===== src/fbeh_regs.vh =====
// fbeh_regs.vh - register indices, field codes and timing constants
// of the fieldbus error and output handler.
// assumes a word-indexed register port with 16-bit data.
`ifndef FBEH_REGS_VH
`define FBEH_REGS_VH
////////////////////////////////////////////////////////////////////////
// register indices
`define FBEH_REG_BEHAV 4'h0
`define FBEH_REG_DO_MODE 4'h1
`define FBEH_REG_DO_EVAL 4'h2
`define FBEH_REG_PWM_MODE 4'h3
`define FBEH_REG_STATUS 4'h4
`define FBEH_REG_DO_VAL 4'h5
`define FBEH_REG_DUTY0 4'h8
`define FBEH_REG_PER0 4'ha
`define FBEH_REG_PEVAL0 4'hc
////////////////////////////////////////////////////////////////////////
// reset values
`define FBEH_PER_RST 16'h03e8
`define FBEH_DUTY_RST 16'h0000
`define FBEH_BEHAV_RST 2'h0
////////////////////////////////////////////////////////////////////////
// emergency error codes
`define FBEH_EC_HWRST 16'h5000
`define FBEH_EC_SWRST 16'h6100
`define FBEH_EC_WDOG 16'h6101
`define FBEH_EC_STACK 16'h6102
`define FBEH_EC_LOST 16'h8110
`define FBEH_EC_PASSIVE 16'h8120
`define FBEH_EC_GUARD 16'h8130
`define FBEH_EC_BUSOFF 16'h8140
`define FBEH_EC_PDOLEN 16'h8210
// error register byte values
`define FBEH_ER_MFR 8'h81
`define FBEH_ER_COMM 8'h11
`define FBEH_ER_GEN 8'h01
// error behaviour values
`define FBEH_BH_PREOP 2'h0
`define FBEH_BH_KEEP 2'h1
`define FBEH_BH_STOP 2'h2
////////////////////////////////////////////////////////////////////////
// timing: clock rate, pwm unit, indicator flicker step
`define FBEH_CLK_MHZ 50
`define FBEH_PWM_UNIT_US 1
`define FBEH_FLICK_US 50000
`define FBEH_BLINK_FLICKS 4
`define FBEH_FLASH_STEPS 10
`endif


===== src/fbeh_core.v =====
// fbeh_core.v - emergency message builder, error state handling,
// output substitution, pwm outputs and run/error indicators.
// assumes all condition inputs come from logic on clk, except the
// restore-defaults switch, which is a pin and is synchronised here.
//
// Behaviour
// - send 8-byte emergency on detected error
// - each distinct error sent once while it stays active
// - all causes cleared: send zero message
// - code bytes 0-1 lsb first, byte2 register
// - reset causes coded 5000h, 6100h, 6101h
// - lost 8110h, passive 8120h, busoff 8140h
// - guard/heartbeat 8130h, node id in byte3
// - pdo length 8210h, stack overrun 6102h
// - error register bytes 81h, 11h, 01h, 00h
// - run indicator on, blink, single flash
// - error indicator off, single, double, on
// - joint triple, alternate, fast blink patterns
// - error behaviour: preop, keep, stopped
// - stack overrun forces outputs until reset
// - outputs changed only with state change; code substitutes on each new error unless keep, and always on stack overrun
// - digital outputs take error value per mode
// - pwm duty takes error value per mode
// - outputs hold until rewritten; start needs clear
// - duty unsigned 16-bit, linear, default zero
// - period in microseconds, default 1000
`include "fbeh_regs.vh"
module fbeh_core #(
   parameter PWM_CH = 2,
   parameter FLICK_CYC = `FBEH_FLICK_US * `FBEH_CLK_MHZ
) (
   // clock and reset
   input wire clk,
   input wire sys_rst,
   // register port
   input wire [3:0] reg_addr,
   input wire [15:0] reg_wdata,
   input wire reg_wr,
   input wire reg_rd,
   output reg [15:0] reg_rdata,
   // error conditions, levels, one per cause
   input wire [8:0] err_cond,
   input wire [7:0] hb_fail_node,
   input wire can_warn,
   input wire lss_active,
   input wire restore_sw,
   // nmt commands, one-cycle pulses
   input wire nmt_start,
   input wire nmt_preop,
   input wire nmt_stop,
   // emergency message out
   output reg emcy_valid,
   output reg [63:0] emcy_data,
   input wire emcy_ready,
   // outputs
   output reg [7:0] digital_outputs,
   output wire digital_output_zero,
   output wire digital_output_one,
   output wire [PWM_CH-1:0] pwm_out,
   output reg [1:0] nmt_state,
   output reg run_indicator,
   output reg error_indicator
);
////////////////////////////////////////////////////////////////////////
// nmt states and error cause indices
localparam ST_PREOP = 2'h0;
localparam ST_OPER = 2'h1;
localparam ST_STOP = 2'h2;
localparam E_STACK = 3;
localparam E_GUARD = 6;
localparam E_BUSOFF = 7;
localparam US_CYC = `FBEH_PWM_UNIT_US * `FBEH_CLK_MHZ;
////////////////////////////////////////////////////////////////////////
// software-written configuration
reg [1:0] behav_q; // error behaviour
reg [7:0] do_mode_q; // digital error mode bits
reg [7:0] do_eval_q; // digital error values
reg [PWM_CH-1:0] pwm_mode_q; // pwm error mode bits
reg [15:0] duty_q [0:PWM_CH-1]; // duty cycles
reg [15:0] per_q [0:PWM_CH-1]; // periods in microseconds
reg [15:0] peval_q [0:PWM_CH-1]; // pwm error duty
// error tracking
reg [8:0] sent_q; // causes already reported
reg any_q; // some error reported, zero not yet sent
reg crit_q; // stack overrun latched till reset
reg [2:0] idx; // lowest pending cause
reg [15:0] code; // its error code
reg [7:0] ereg; // its error register byte
wire [8:0] pend = err_cond & ~sent_q;
wire launch_err = |pend && !emcy_valid;
wire launch_zero = !(|err_cond) && any_q && !emcy_valid;
// behaviour 1 substitutes only on stack overrun; stack overrun always does
wire subst = (launch_err && behav_q != `FBEH_BH_KEEP) || err_cond[E_STACK];
// switch synchroniser
reg sw_s1_q;
reg sw_s2_q;
integer i;
////////////////////////////////////////////////////////////////////////
// pick the lowest-numbered pending cause and encode it
always @* begin
   idx = 3'h0;
   for (i = 8; i >= 0; i = i - 1) begin
      if (pend[i]) begin
         idx = i[2:0];
      end
   end
   case (idx)
      3'h0: code = `FBEH_EC_HWRST;
      3'h1: code = `FBEH_EC_SWRST;
      3'h2: code = `FBEH_EC_WDOG;
      3'h3: code = `FBEH_EC_STACK;
      3'h4: code = `FBEH_EC_LOST;
      3'h5: code = `FBEH_EC_PASSIVE;
      3'h6: code = `FBEH_EC_GUARD;
      3'h7: code = `FBEH_EC_BUSOFF;
      default: code = `FBEH_EC_PDOLEN;
   endcase
   if (pend == 9'h100) begin
      code = `FBEH_EC_PDOLEN;
   end
   if (code == `FBEH_EC_STACK) begin
      ereg = `FBEH_ER_MFR;
   end else if (code[15]) begin
      ereg = `FBEH_ER_COMM;
   end else begin
      ereg = `FBEH_ER_GEN;
   end
end
////////////////////////////////////////////////////////////////////////
// emergency producer: one message per new cause, zero when all clear
always @(posedge clk) begin
   if (sys_rst) begin
      emcy_valid <= 1'b0;
      emcy_data <= 64'h0;
      sent_q <= 9'h0;
      any_q <= 1'b0;
   end else begin
      // a cleared cause may be reported again if it comes back
      sent_q <= sent_q & err_cond;
      if (emcy_valid && emcy_ready) begin
         emcy_valid <= 1'b0;
      end
      if (launch_err) begin
         emcy_valid <= 1'b1;
         emcy_data <= {32'h0, (code == `FBEH_EC_GUARD) ? hb_fail_node : 8'h00, ereg, code[15:8], code[7:0]};
         sent_q <= (sent_q & err_cond) | (pend & ~(pend - 9'h1));
         any_q <= 1'b1;
      end else if (launch_zero) begin
         emcy_valid <= 1'b1;
         emcy_data <= 64'h0;
         any_q <= 1'b0;
      end
   end
end
////////////////////////////////////////////////////////////////////////
// nmt state and critical latch
always @(posedge clk) begin
   if (sys_rst) begin
      nmt_state <= ST_PREOP;
      crit_q <= 1'b0;
   end else begin
      if (err_cond[E_STACK]) begin
         crit_q <= 1'b1;
      end
      if (launch_err) begin
         case (behav_q)
            `FBEH_BH_PREOP: nmt_state <= ST_PREOP;
            `FBEH_BH_STOP: nmt_state <= ST_STOP;
            default: nmt_state <= nmt_state;
         endcase
      end else if (nmt_start && !(|err_cond) && !crit_q) begin
         nmt_state <= ST_OPER;
      end else if (nmt_preop) begin
         nmt_state <= ST_PREOP;
      end else if (nmt_stop) begin
         nmt_state <= ST_STOP;
      end
   end
end
////////////////////////////////////////////////////////////////////////
// configuration and output value registers
always @(posedge clk) begin
   if (sys_rst) begin
      behav_q <= `FBEH_BEHAV_RST;
      do_mode_q <= 8'h00;
      do_eval_q <= 8'h00;
      pwm_mode_q <= {PWM_CH{1'b0}};
      digital_outputs <= 8'h00;
   end else begin
      if (reg_wr && reg_addr == `FBEH_REG_BEHAV) begin
         behav_q <= reg_wdata[1:0];
      end
      if (reg_wr && reg_addr == `FBEH_REG_DO_MODE) begin
         do_mode_q <= reg_wdata[7:0];
      end
      if (reg_wr && reg_addr == `FBEH_REG_DO_EVAL) begin
         do_eval_q <= reg_wdata[7:0];
      end
      if (reg_wr && reg_addr == `FBEH_REG_PWM_MODE) begin
         pwm_mode_q <= reg_wdata[PWM_CH-1:0];
      end
      if (subst) begin
         digital_outputs <= (digital_outputs & ~do_mode_q) | (do_eval_q & do_mode_q);
      end else if (reg_wr && reg_addr == `FBEH_REG_DO_VAL && !crit_q) begin
         digital_outputs <= reg_wdata[7:0];
      end
   end
end
assign digital_output_zero = digital_outputs[0];
assign digital_output_one = digital_outputs[1];
////////////////////////////////////////////////////////////////////////
// microsecond prescaler shared by all pwm channels
reg [7:0] us_cnt_q;
wire us_tick = (us_cnt_q == US_CYC - 1);
always @(posedge clk) begin
   if (sys_rst || us_tick) begin
      us_cnt_q <= 8'h00;
   end else begin
      us_cnt_q <= us_cnt_q + 8'h01;
   end
end
////////////////////////////////////////////////////////////////////////
// pwm channels
genvar g;
generate
   for (g = 0; g < PWM_CH; g = g + 1) begin : g_pwm
      reg [15:0] cnt_q; // microsecond count within period
      reg out_q;
      wire [31:0] prod = duty_q[g] * per_q[g];
      always @(posedge clk) begin
         if (sys_rst) begin
            duty_q[g] <= `FBEH_DUTY_RST;
            per_q[g] <= `FBEH_PER_RST;
            peval_q[g] <= 16'h0000;
            cnt_q <= 16'h0000;
            out_q <= 1'b0;
         end else begin
            if (subst && pwm_mode_q[g]) begin
               duty_q[g] <= peval_q[g];
            end else if (reg_wr && reg_addr == `FBEH_REG_DUTY0 + g && !crit_q) begin
               duty_q[g] <= reg_wdata;
            end
            // short periods are the master's fault
            if (reg_wr && reg_addr == `FBEH_REG_PER0 + g) begin
               per_q[g] <= reg_wdata;
            end
            if (reg_wr && reg_addr == `FBEH_REG_PEVAL0 + g) begin
               peval_q[g] <= reg_wdata;
            end
            if (us_tick) begin
               cnt_q <= (cnt_q + 16'h1 >= per_q[g]) ? 16'h0000 : cnt_q + 16'h1;
            end
            // linear scaling, ffff is full on
            out_q <= (duty_q[g] == 16'hffff) || (cnt_q < prod[31:16]);
         end
      end
      assign pwm_out[g] = out_q;
   end
endgenerate
////////////////////////////////////////////////////////////////////////
// register reads, data one cycle after the strobe
always @(posedge clk) begin
   if (sys_rst) begin
      reg_rdata <= 16'h0000;
   end else if (reg_rd) begin
      case (reg_addr)
         `FBEH_REG_BEHAV: reg_rdata <= {14'h0, behav_q};
         `FBEH_REG_DO_MODE: reg_rdata <= {8'h0, do_mode_q};
         `FBEH_REG_DO_EVAL: reg_rdata <= {8'h0, do_eval_q};
         `FBEH_REG_PWM_MODE: reg_rdata <= {{(16-PWM_CH){1'b0}}, pwm_mode_q};
         `FBEH_REG_STATUS: reg_rdata <= {3'h0, crit_q, any_q, err_cond, nmt_state};
         `FBEH_REG_DO_VAL: reg_rdata <= {8'h0, digital_outputs};
         `FBEH_REG_DUTY0: reg_rdata <= duty_q[0];
         `FBEH_REG_DUTY0 + 4'h1: reg_rdata <= duty_q[PWM_CH-1];
         `FBEH_REG_PER0: reg_rdata <= per_q[0];
         `FBEH_REG_PER0 + 4'h1: reg_rdata <= per_q[PWM_CH-1];
         `FBEH_REG_PEVAL0: reg_rdata <= peval_q[0];
         `FBEH_REG_PEVAL0 + 4'h1: reg_rdata <= peval_q[PWM_CH-1];
         // unmapped reads return zero
         default: reg_rdata <= 16'h0000;
      endcase
   end
end
////////////////////////////////////////////////////////////////////////
// indicator timebase: flicker tick, blink half period, flash steps
reg [31:0] fl_cnt_q;
reg flick_q; // fast blink phase
reg [1:0] bl_cnt_q;
reg blink_q; // 50:50 blink phase
reg [3:0] step_q; // flash frame position
wire fl_tick = (fl_cnt_q == FLICK_CYC - 1);
wire bl_tick = fl_tick && (bl_cnt_q == `FBEH_BLINK_FLICKS - 1);
always @(posedge clk) begin
   if (sys_rst) begin
      fl_cnt_q <= 32'h0;
      flick_q <= 1'b0;
      bl_cnt_q <= 2'h0;
      blink_q <= 1'b0;
      step_q <= 4'h0;
      sw_s1_q <= 1'b0;
      sw_s2_q <= 1'b0;
   end else begin
      sw_s1_q <= restore_sw;
      sw_s2_q <= sw_s1_q;
      fl_cnt_q <= fl_tick ? 32'h0 : fl_cnt_q + 32'h1;
      if (fl_tick) begin
         flick_q <= ~flick_q;
         bl_cnt_q <= bl_cnt_q + 2'h1;
      end
      if (bl_tick) begin
         blink_q <= ~blink_q;
         step_q <= (step_q == `FBEH_FLASH_STEPS - 1) ? 4'h0 : step_q + 4'h1;
      end
   end
end
////////////////////////////////////////////////////////////////////////
// indicator pattern selection, joint patterns take precedence
wire fl1 = (step_q == 4'h0);
wire fl2 = fl1 || (step_q == 4'h2);
wire fl3 = fl2 || (step_q == 4'h4);
always @(posedge clk) begin
   if (sys_rst) begin
      run_indicator <= 1'b0;
      error_indicator <= 1'b0;
   end else if (sw_s2_q) begin
      run_indicator <= flick_q;
      error_indicator <= flick_q;
   end else if (lss_active) begin
      run_indicator <= blink_q;
      error_indicator <= ~blink_q;
   end else if (crit_q) begin
      run_indicator <= fl3;
      error_indicator <= fl3;
   end else begin
      case (nmt_state)
         ST_OPER: run_indicator <= 1'b1;
         ST_STOP: run_indicator <= fl1;
         default: run_indicator <= blink_q;
      endcase
      if (err_cond[E_BUSOFF]) begin
         error_indicator <= 1'b1;
      end else if (err_cond[E_GUARD]) begin
         error_indicator <= fl2;
      end else if (can_warn) begin
         error_indicator <= fl1;
      end else begin
         error_indicator <= 1'b0;
      end
   end
end
endmodule // fbeh_core


===== config.mk =====
export PLATFORM = sky130hd
export DESIGN_NAME = fbeh_core
export DESIGN_NICKNAME = d
export VERILOG_FILES = /design/src/fbeh_core.v
export VERILOG_INCLUDE_DIRS = /design/src
export SDC_FILE = /design/constraint.sdc
export NUM_CORES = 2
export LEC_CHECK = 0
export ABC_AREA = 1
export BUFFER_PORTS_ARGS = -buffer_cell sky130_fd_sc_hd__buf_2
export CAP_MARGIN = 25
export CORE_AREA = 2 2 231 233
export CTS_CLUSTER_DIAMETER = 60
export CTS_CLUSTER_SIZE = 16
export DETAILED_ROUTE_END_ITERATION = 10
export DIE_AREA = 0 0 233 235
export PLACE_DENSITY = 0.77
export SYNTH_ARGS = -nofsm -noshare
export SYNTH_HDL_FRONTEND = slang
export SYNTH_SLANG_ARGS = --single-unit

===== constraint.sdc =====
create_clock -name clk -period 16 [get_ports clk]
set_input_delay 3.2 -clock clk [delete_from_list [all_inputs] [get_ports clk]]
set_output_delay 3.2 -clock clk [all_outputs]
set_load 0.005 [all_outputs]

; Word-level counts from Yosys, hierarchy flattened
; Memories as Yosys holds them, arrays and structs flattened.
; Cells that the tools add are included.
[totals]
ff_bits = 176
ram_bits = 96
rom_bits = 80
in_bits = 48
mem_count = 4
[classes]
n_addsub = 7
n_mul = 2
order_cmp = 4
n_eq_ne = 27
mux = 77
bitwise_logic = 20
n_reduce_logical = 44
[mem_list]
columns = memory, words, width, rd, rd_ports_with_merged_regs, write_ports, line_no
row1 = (name not given), 8, 10, 1, 0, 0, fbeh_core.v:107  ; case (idx)
row2 = duty_q, 2, 16, 2, 0, 2, fbeh_core.v:79  ; reg [15:0] duty_q [0:PWM_CH-1];
row3 = per_q, 2, 16, 2, 0, 2, fbeh_core.v:80  ; reg [15:0] per_q [0:PWM_CH-1];
row4 = peval_q, 2, 16, 2, 0, 2, fbeh_core.v:81  ; reg [15:0] peval_q [0:PWM_CH-1];
[op_table]
columns = op, count
row1 = $pmux 16 s12, 1
row2 = $mux 16, 11
row3 = $mul 16x16->32, 2
row4 = $mux 32, 2
row5 = $eq 16x16->1 const B, 3
row6 = $mux 1, 42
row7 = $add 16x1->16 const B, 2
row8 = $add 32x1->32 const B, 1
row9 = $eq 32x22->1 const B, 1
row10 = $ge 16x16->1, 2
row11 = $lt 16x16->1, 2
row12 = $mux 8, 4
row13 = $eq 4x4->1 const B, 7
row14 = $and 9x9->9, 3
row15 = $logic_and 1x1->1, 24
row16 = $mux 3, 8
row17 = $not 9->9, 2
row18 = $reduce_or 9->1, 2
row19 = $and 8x8->8, 2
row20 = $eq 16x15->1 const B, 1
row21 = $eq 4x2->1 const B, 3
row22 = $eq 4x3->1 const B, 3
row23 = $eq 9x9->1 const B, 1
row24 = $mux 9, 1
row25 = 29 further kinds, 51

; Longest topological paths before layout
; An unclocked memory read counts as a cell.
[logic_depth]
word_depth = 15
depth_mapped = 40
depth_no_buf = 38

; Worst setup path before layout
; No wires, ideal clock.
[synth_timing]
path_kind = register to register
from = mem per_q[1][7]
to = reg g_pwm[1].out_q
setup_ps = 70
arrival_time_ps = 6472
required_time_ps = 15930
setup_slack_ps = 9457
path_stages_with_launch = 34
path_cell_list = edfxtp_1 clkbuf_1 clkbuf_1 nand2_1 fa_1 inv_1 fa_1 inv_1 fa_1 inv_1 fa_1 fa_1 inv_1 fa_1 inv_1 ha_1 nand2_1 inv_1 nand2_1 nand2_1 a21oi_1 nand2_1 a21oi_1 o21ai_1 a21oi_1 o21ai_1 xnor2_1 ha_1 nand2_1 nor2_1 a211oi_1 o221a_2 nand2_1 a21oi_1
[synth_rtl]
columns = element, line_no
row1 = "start, declared", fbeh_core.v:80
row2 = "end signal, assigned", fbeh_core.v:254  ; out_q <= (duty_q[g] == 16'hffff) || (cnt_q < prod[31:16]);
row3 = "end, declared", fbeh_core.v:228  ; reg out_q;

==> results_tabular.tex <==
\begin{tabular}{lr}
\hline
Metric & Value \\
\hline
\multicolumn{2}{l}{\textbf{Place}} \\
Post-Place Cell Area & about 32000 um2 \\
Number of I/O port buffers & around 100 \\
Detailed-placement wirelength estimate & $\sim$64 mm \\
Final weighted congestion in routability-driven placement & 0.959 \\
Worst slack at placement & approximately 8.9 ns \\
\multicolumn{2}{l}{\textbf{Worst setup path}} \\
CP peak stage delay & 0.89 ns \\
Critical path fanouts, max & 18 \\
Worst R2R Path Depth & 31 \\
Slowest CP cell & sky130\_fd\_sc\_hd\_\_edfxtp\_1 \\
Worst Setup Start Kind & flip-flop \\
Startpoint of the most critical setup path & duty\_q[1][5] \\
Critical Path RT & about 16 ns \\
Cell occurring most often along the worst timing path & sky130\_fd\_sc\_hd\_\_nand2\_1 \\
Launching point of the worst reg2reg path & duty\_q[1][5] \\
Setup crit end kind & flip-flop \\
Worst reg2reg setup slack & between 8 and 9 ns \\
Crit path arrival time & approximately 7.7 ns \\
Type of the worst setup path & reg2reg \\
End of the worst register-to-register path & g\_pwm[1].out\_q \\
\multicolumn{2}{l}{\textbf{CTS}} \\
Total clock sinks & about 260 \\
Count of cells resized by post-cts repair & 0 \\
CTS tree & done \\
Clock insertion delay at the later pin of the skew report & 0.54 ns \\
TritonCTS Buffers & 22 \\
Clock transition time at the flip-flop clock pins of the worst setup and hold paths & roughly 0.080 ns \\
\# H-tree levels & 1 \\
Number of setup buffers added after CTS & 0 \\
Clock buffer depth & 3 \\
Number of hold buffers added after CTS & 0 \\
Library cell used as clock root buffer & sky130\_fd\_sc\_hd\_\_clkbuf\_16 \\
\multicolumn{2}{l}{\textbf{Global routing}} \\
Antenna violations before repair & 0 \\
Remaining Overflow, GRT & 0 \\
Most Used Layer, Global Route & met2 \\
Vias in the first global route & about 26000 \\
Met3 Track Usage GR & under 10\% \\
GR met1 Demand/Resource & about two fifths \\
First-pass GRT wire length & between 100 and 150 mm \\
Met2 usage & about half \\
Maximum number of pins on one net before global-route repair & slightly above 60 \\
Gr usage total & 30.7\% \\
\multicolumn{2}{l}{\textbf{Min path}} \\
Worst hold start & sw\_s1\_q \\
Hold path endpoint & sw\_s2\_q \\
Class of the tightest hold or removal check & reg2reg \\
Hold path depth & 2 \\
\multicolumn{2}{l}{\textbf{Pwr}} \\
Internal power & approximately 2100 uW \\
Sequential share of power & between 10\% and 20\% \\
Total power consumption of the routed design & $\sim$4300 uW \\
Combinational Power Share & around 69\% \\
Clk pwr share & between 10\% and 20\% \\
Worst IR drop on VDD & 182 uV \\
Sw Pwr & $\sim$2200 uW \\
Static Leak & about 0.017 uW \\
Power per cell area & roughly 130 nW/um2 \\
Switching part of the total power & 50.9\% \\
\multicolumn{2}{l}{\textbf{Layout}} \\
Share of layout cells above drive strength 1 & around 5\% \\
Final standard cell utilization of the core & 62.0\% \\
Synth-to-Final Area Change & 4.55\% \\
Number of diodes & 0 \\
Nets & between 4000 and 5000 \\
Post-layout instance area & roughly 32000 um2 \\
\multicolumn{2}{l}{\textbf{Detailed routing}} \\
Count of vias placed by the detailed router & approximately 26000 \\
Initial DRC Count & roughly 2400 \\
Detailed Route WL & 83.0 mm \\
Number of nets with antenna violations after detailed routing & 0 \\
WL/cell & 17.8 um \\
Number of iterations in the first detailed-routing pass & 5 \\
Number of vias per cell after detailed routing & between 5 and 6 \\
Total DRC errors in the routed layout & 0 \\
\multicolumn{2}{l}{\textbf{STA}} \\
Fin. max-slew vios & 0 \\
Final clock skew & approximately 0.017 ns \\
Max frequency & about 0.14 GHz \\
Setup-violating endpoint count in the final report & 0 \\
Final critical-path share of the clock period & approximately 45\% \\
Final Hold Vio Count & 0 \\
Minimum clock period & approximately 7.3 ns \\
Worst path setup slack after routing & a little under 9 ns \\
RSZ-0062 raised after global routing & false \\
Worst-margin pin slew & about 1.1 ns \\
TNS Setup & 0 ns \\
Worst slew margin & between 20\% and 30\% \\
\multicolumn{2}{l}{\textbf{Floorplanning}} \\
Full die area & about 55000 um2 \\
Floorplan row count & 84 \\
Vertical die dimension & roughly 240 um \\
Top-Level Pins & between 100 and 150 \\
Total core area & roughly 52000 um2 \\
Die X-Extent & 233 um \\
Effective utilization at floorplan & 59.3\% \\
\multicolumn{2}{l}{\textbf{Logic synthesis}} \\
Syn Std Cell Area & around 31000 um2 \\
Number of flops mapped to enable cells by yosys & 96 \\
Area share of the leading cell type in the synthesized netlist & between 20\% and 30\% \\
Top cell types by occurrence after synthesis & sky130\_fd\_sc\_hd\_\_inv\_1, sky130\_fd\_sc\_hd\_\_nand2\_1, sky130\_fd\_sc\_hd\_\_fa\_1 \\
Count of cell types in the netlist & 60 \\
Leading register cell type out of synthesis & sky130\_fd\_sc\_hd\_\_dfxtp\_1 \\
Main area contributors after synthesis & sky130\_fd\_sc\_hd\_\_fa\_1, sky130\_fd\_sc\_hd\_\_inv\_1, sky130\_fd\_sc\_hd\_\_ha\_1 \\
Flip-flop and latch count after synthesis & about 260 \\
Post-synthesis cell type with the largest combined area & sky130\_fd\_sc\_hd\_\_fa\_1 \\
Number of warnings reported in the yosys synthesis log & 0 \\
Fraction of registers with async set/reset & 0\% \\
Sequential area share after synthesis & between 10\% and 20\% \\
Number of standard cells after synthesis & about 4000 \\
Mean Syn Cell Area & roughly 8 um2 \\
Most frequently used cell type in the post-synthesis netlist & sky130\_fd\_sc\_hd\_\_inv\_1 \\
\multicolumn{2}{l}{\textbf{Flow run}} \\
Max-Cap Viols & 0 \\
\multicolumn{2}{l}{\textbf{Run status}} \\
Result of the run & finished, final reports clean \\
\hline
\end{tabular}
## registers in the layout, indices dropped and copies added, names as in the netlist, 2 cells and up, named ones only
signal	cells
duty_q	32
fl_cnt_q	32
g_pwm.cnt_q	32
per_q	32
peval_q	32
emcy_data	22
reg_rdata	16
sent_q	9
do_eval_q	8
do_mode_q	8
us_cnt_q	8
step_q	4
behav_q	2
bl_cnt_q	2
g_pwm.out_q	2
nmt_state	2
pwm_mode_q	2
## cells in the final DEF, fill, tap and decap left out, drive strengths merged, types with 31 or more instances in the layout
cell type	n
inv	1027
nand2	892
fa	386
ha	276
a21oi	190
nor2	187
dfxtp	165
buf	127
nand3	103
edfxtp	96
o21ai	94
o22ai	70
nor3	54
xor2	46
conb	42
nand4	31
## worst max-delay path by stage
stage	slack, ns	end
final	8.72	g_pwm[1].out_q
after floorplan	9.46	g_pwm[1].out_q
after detailed placement	8.86	g_pwm[1].out_q
after global routing	8.33	g_pwm[1].out_q
after global placement	9.04	g_pwm[1].out_q
after CTS	8.85	g_pwm[1].out_q
## layer usage
layer  share of wire [%]  vias up  wire, um
met2                  46     1380     37900
met5                   0        -         0
li1                    -    12000         -
met4                 4.6        0      3800
met3                  11      272      8990
met1                  39    12200     32300
## area by class of cell
type | instances | area (um2)
multi-input combinational | 2520 | 20100
fill | 4559 | 19900
sequential | 261 | 6190
inverter | 1029 | 3870
tap | 688 | 861
timing repair buffer | 127 | 726
clock buffer | 29 | 599
clock inverter | 6 | 90.1
## kinds of logic after synthesis
kind of cell             after synthesis  share of synthesized area, %
buffers and inverters               1246                          15.8
flip-flops                           261                          20.0
AO/OA/AOI/OAI                        455                          8.94
adder cells (fa/ha/maj)              662                          36.1
XOR/XNOR                              70                          1.98
AND/OR/NAND/NOR                     1291                          17.2
other                                  1                        0.0121
## stage by stage
step / std cells / hold slack [ns]
3_3_place_gp: 4623 / 0.404
2_1_floorplan: 4027 / 0.388
4_1_cts: 4660 / 0.409
3_5_place_dp: 4625 / 0.398
5_1_grt: 4660 / 0.431
6_report: 4660 / 0.408
## power groups by stage
stage / combinational (uW) / sequential [uW] / clock [uW]
after CTS: 2930 / 773 / 546
after detailed placement: 2910 / 788 / 0
after global routing: 3400 / 779 / 572
after global placement: 2860 / 786 / 0
after floorplan: 2240 / 734 / 0
final: 2960 / 777 / 542
## critical path, delay by kind of cell (launching register included)
kind,cells,cell delay (ns)
adder cells (fa/ha/maj),8,3.58
AO/OA/AOI/OAI,8,1.59
flip-flops,1,0.89
AND/OR/NAND/NOR,8,0.70
buffers and inverters,6,0.33
XOR/XNOR,1,0.15
No activity file was read; power rests on OpenSTA's default activity.
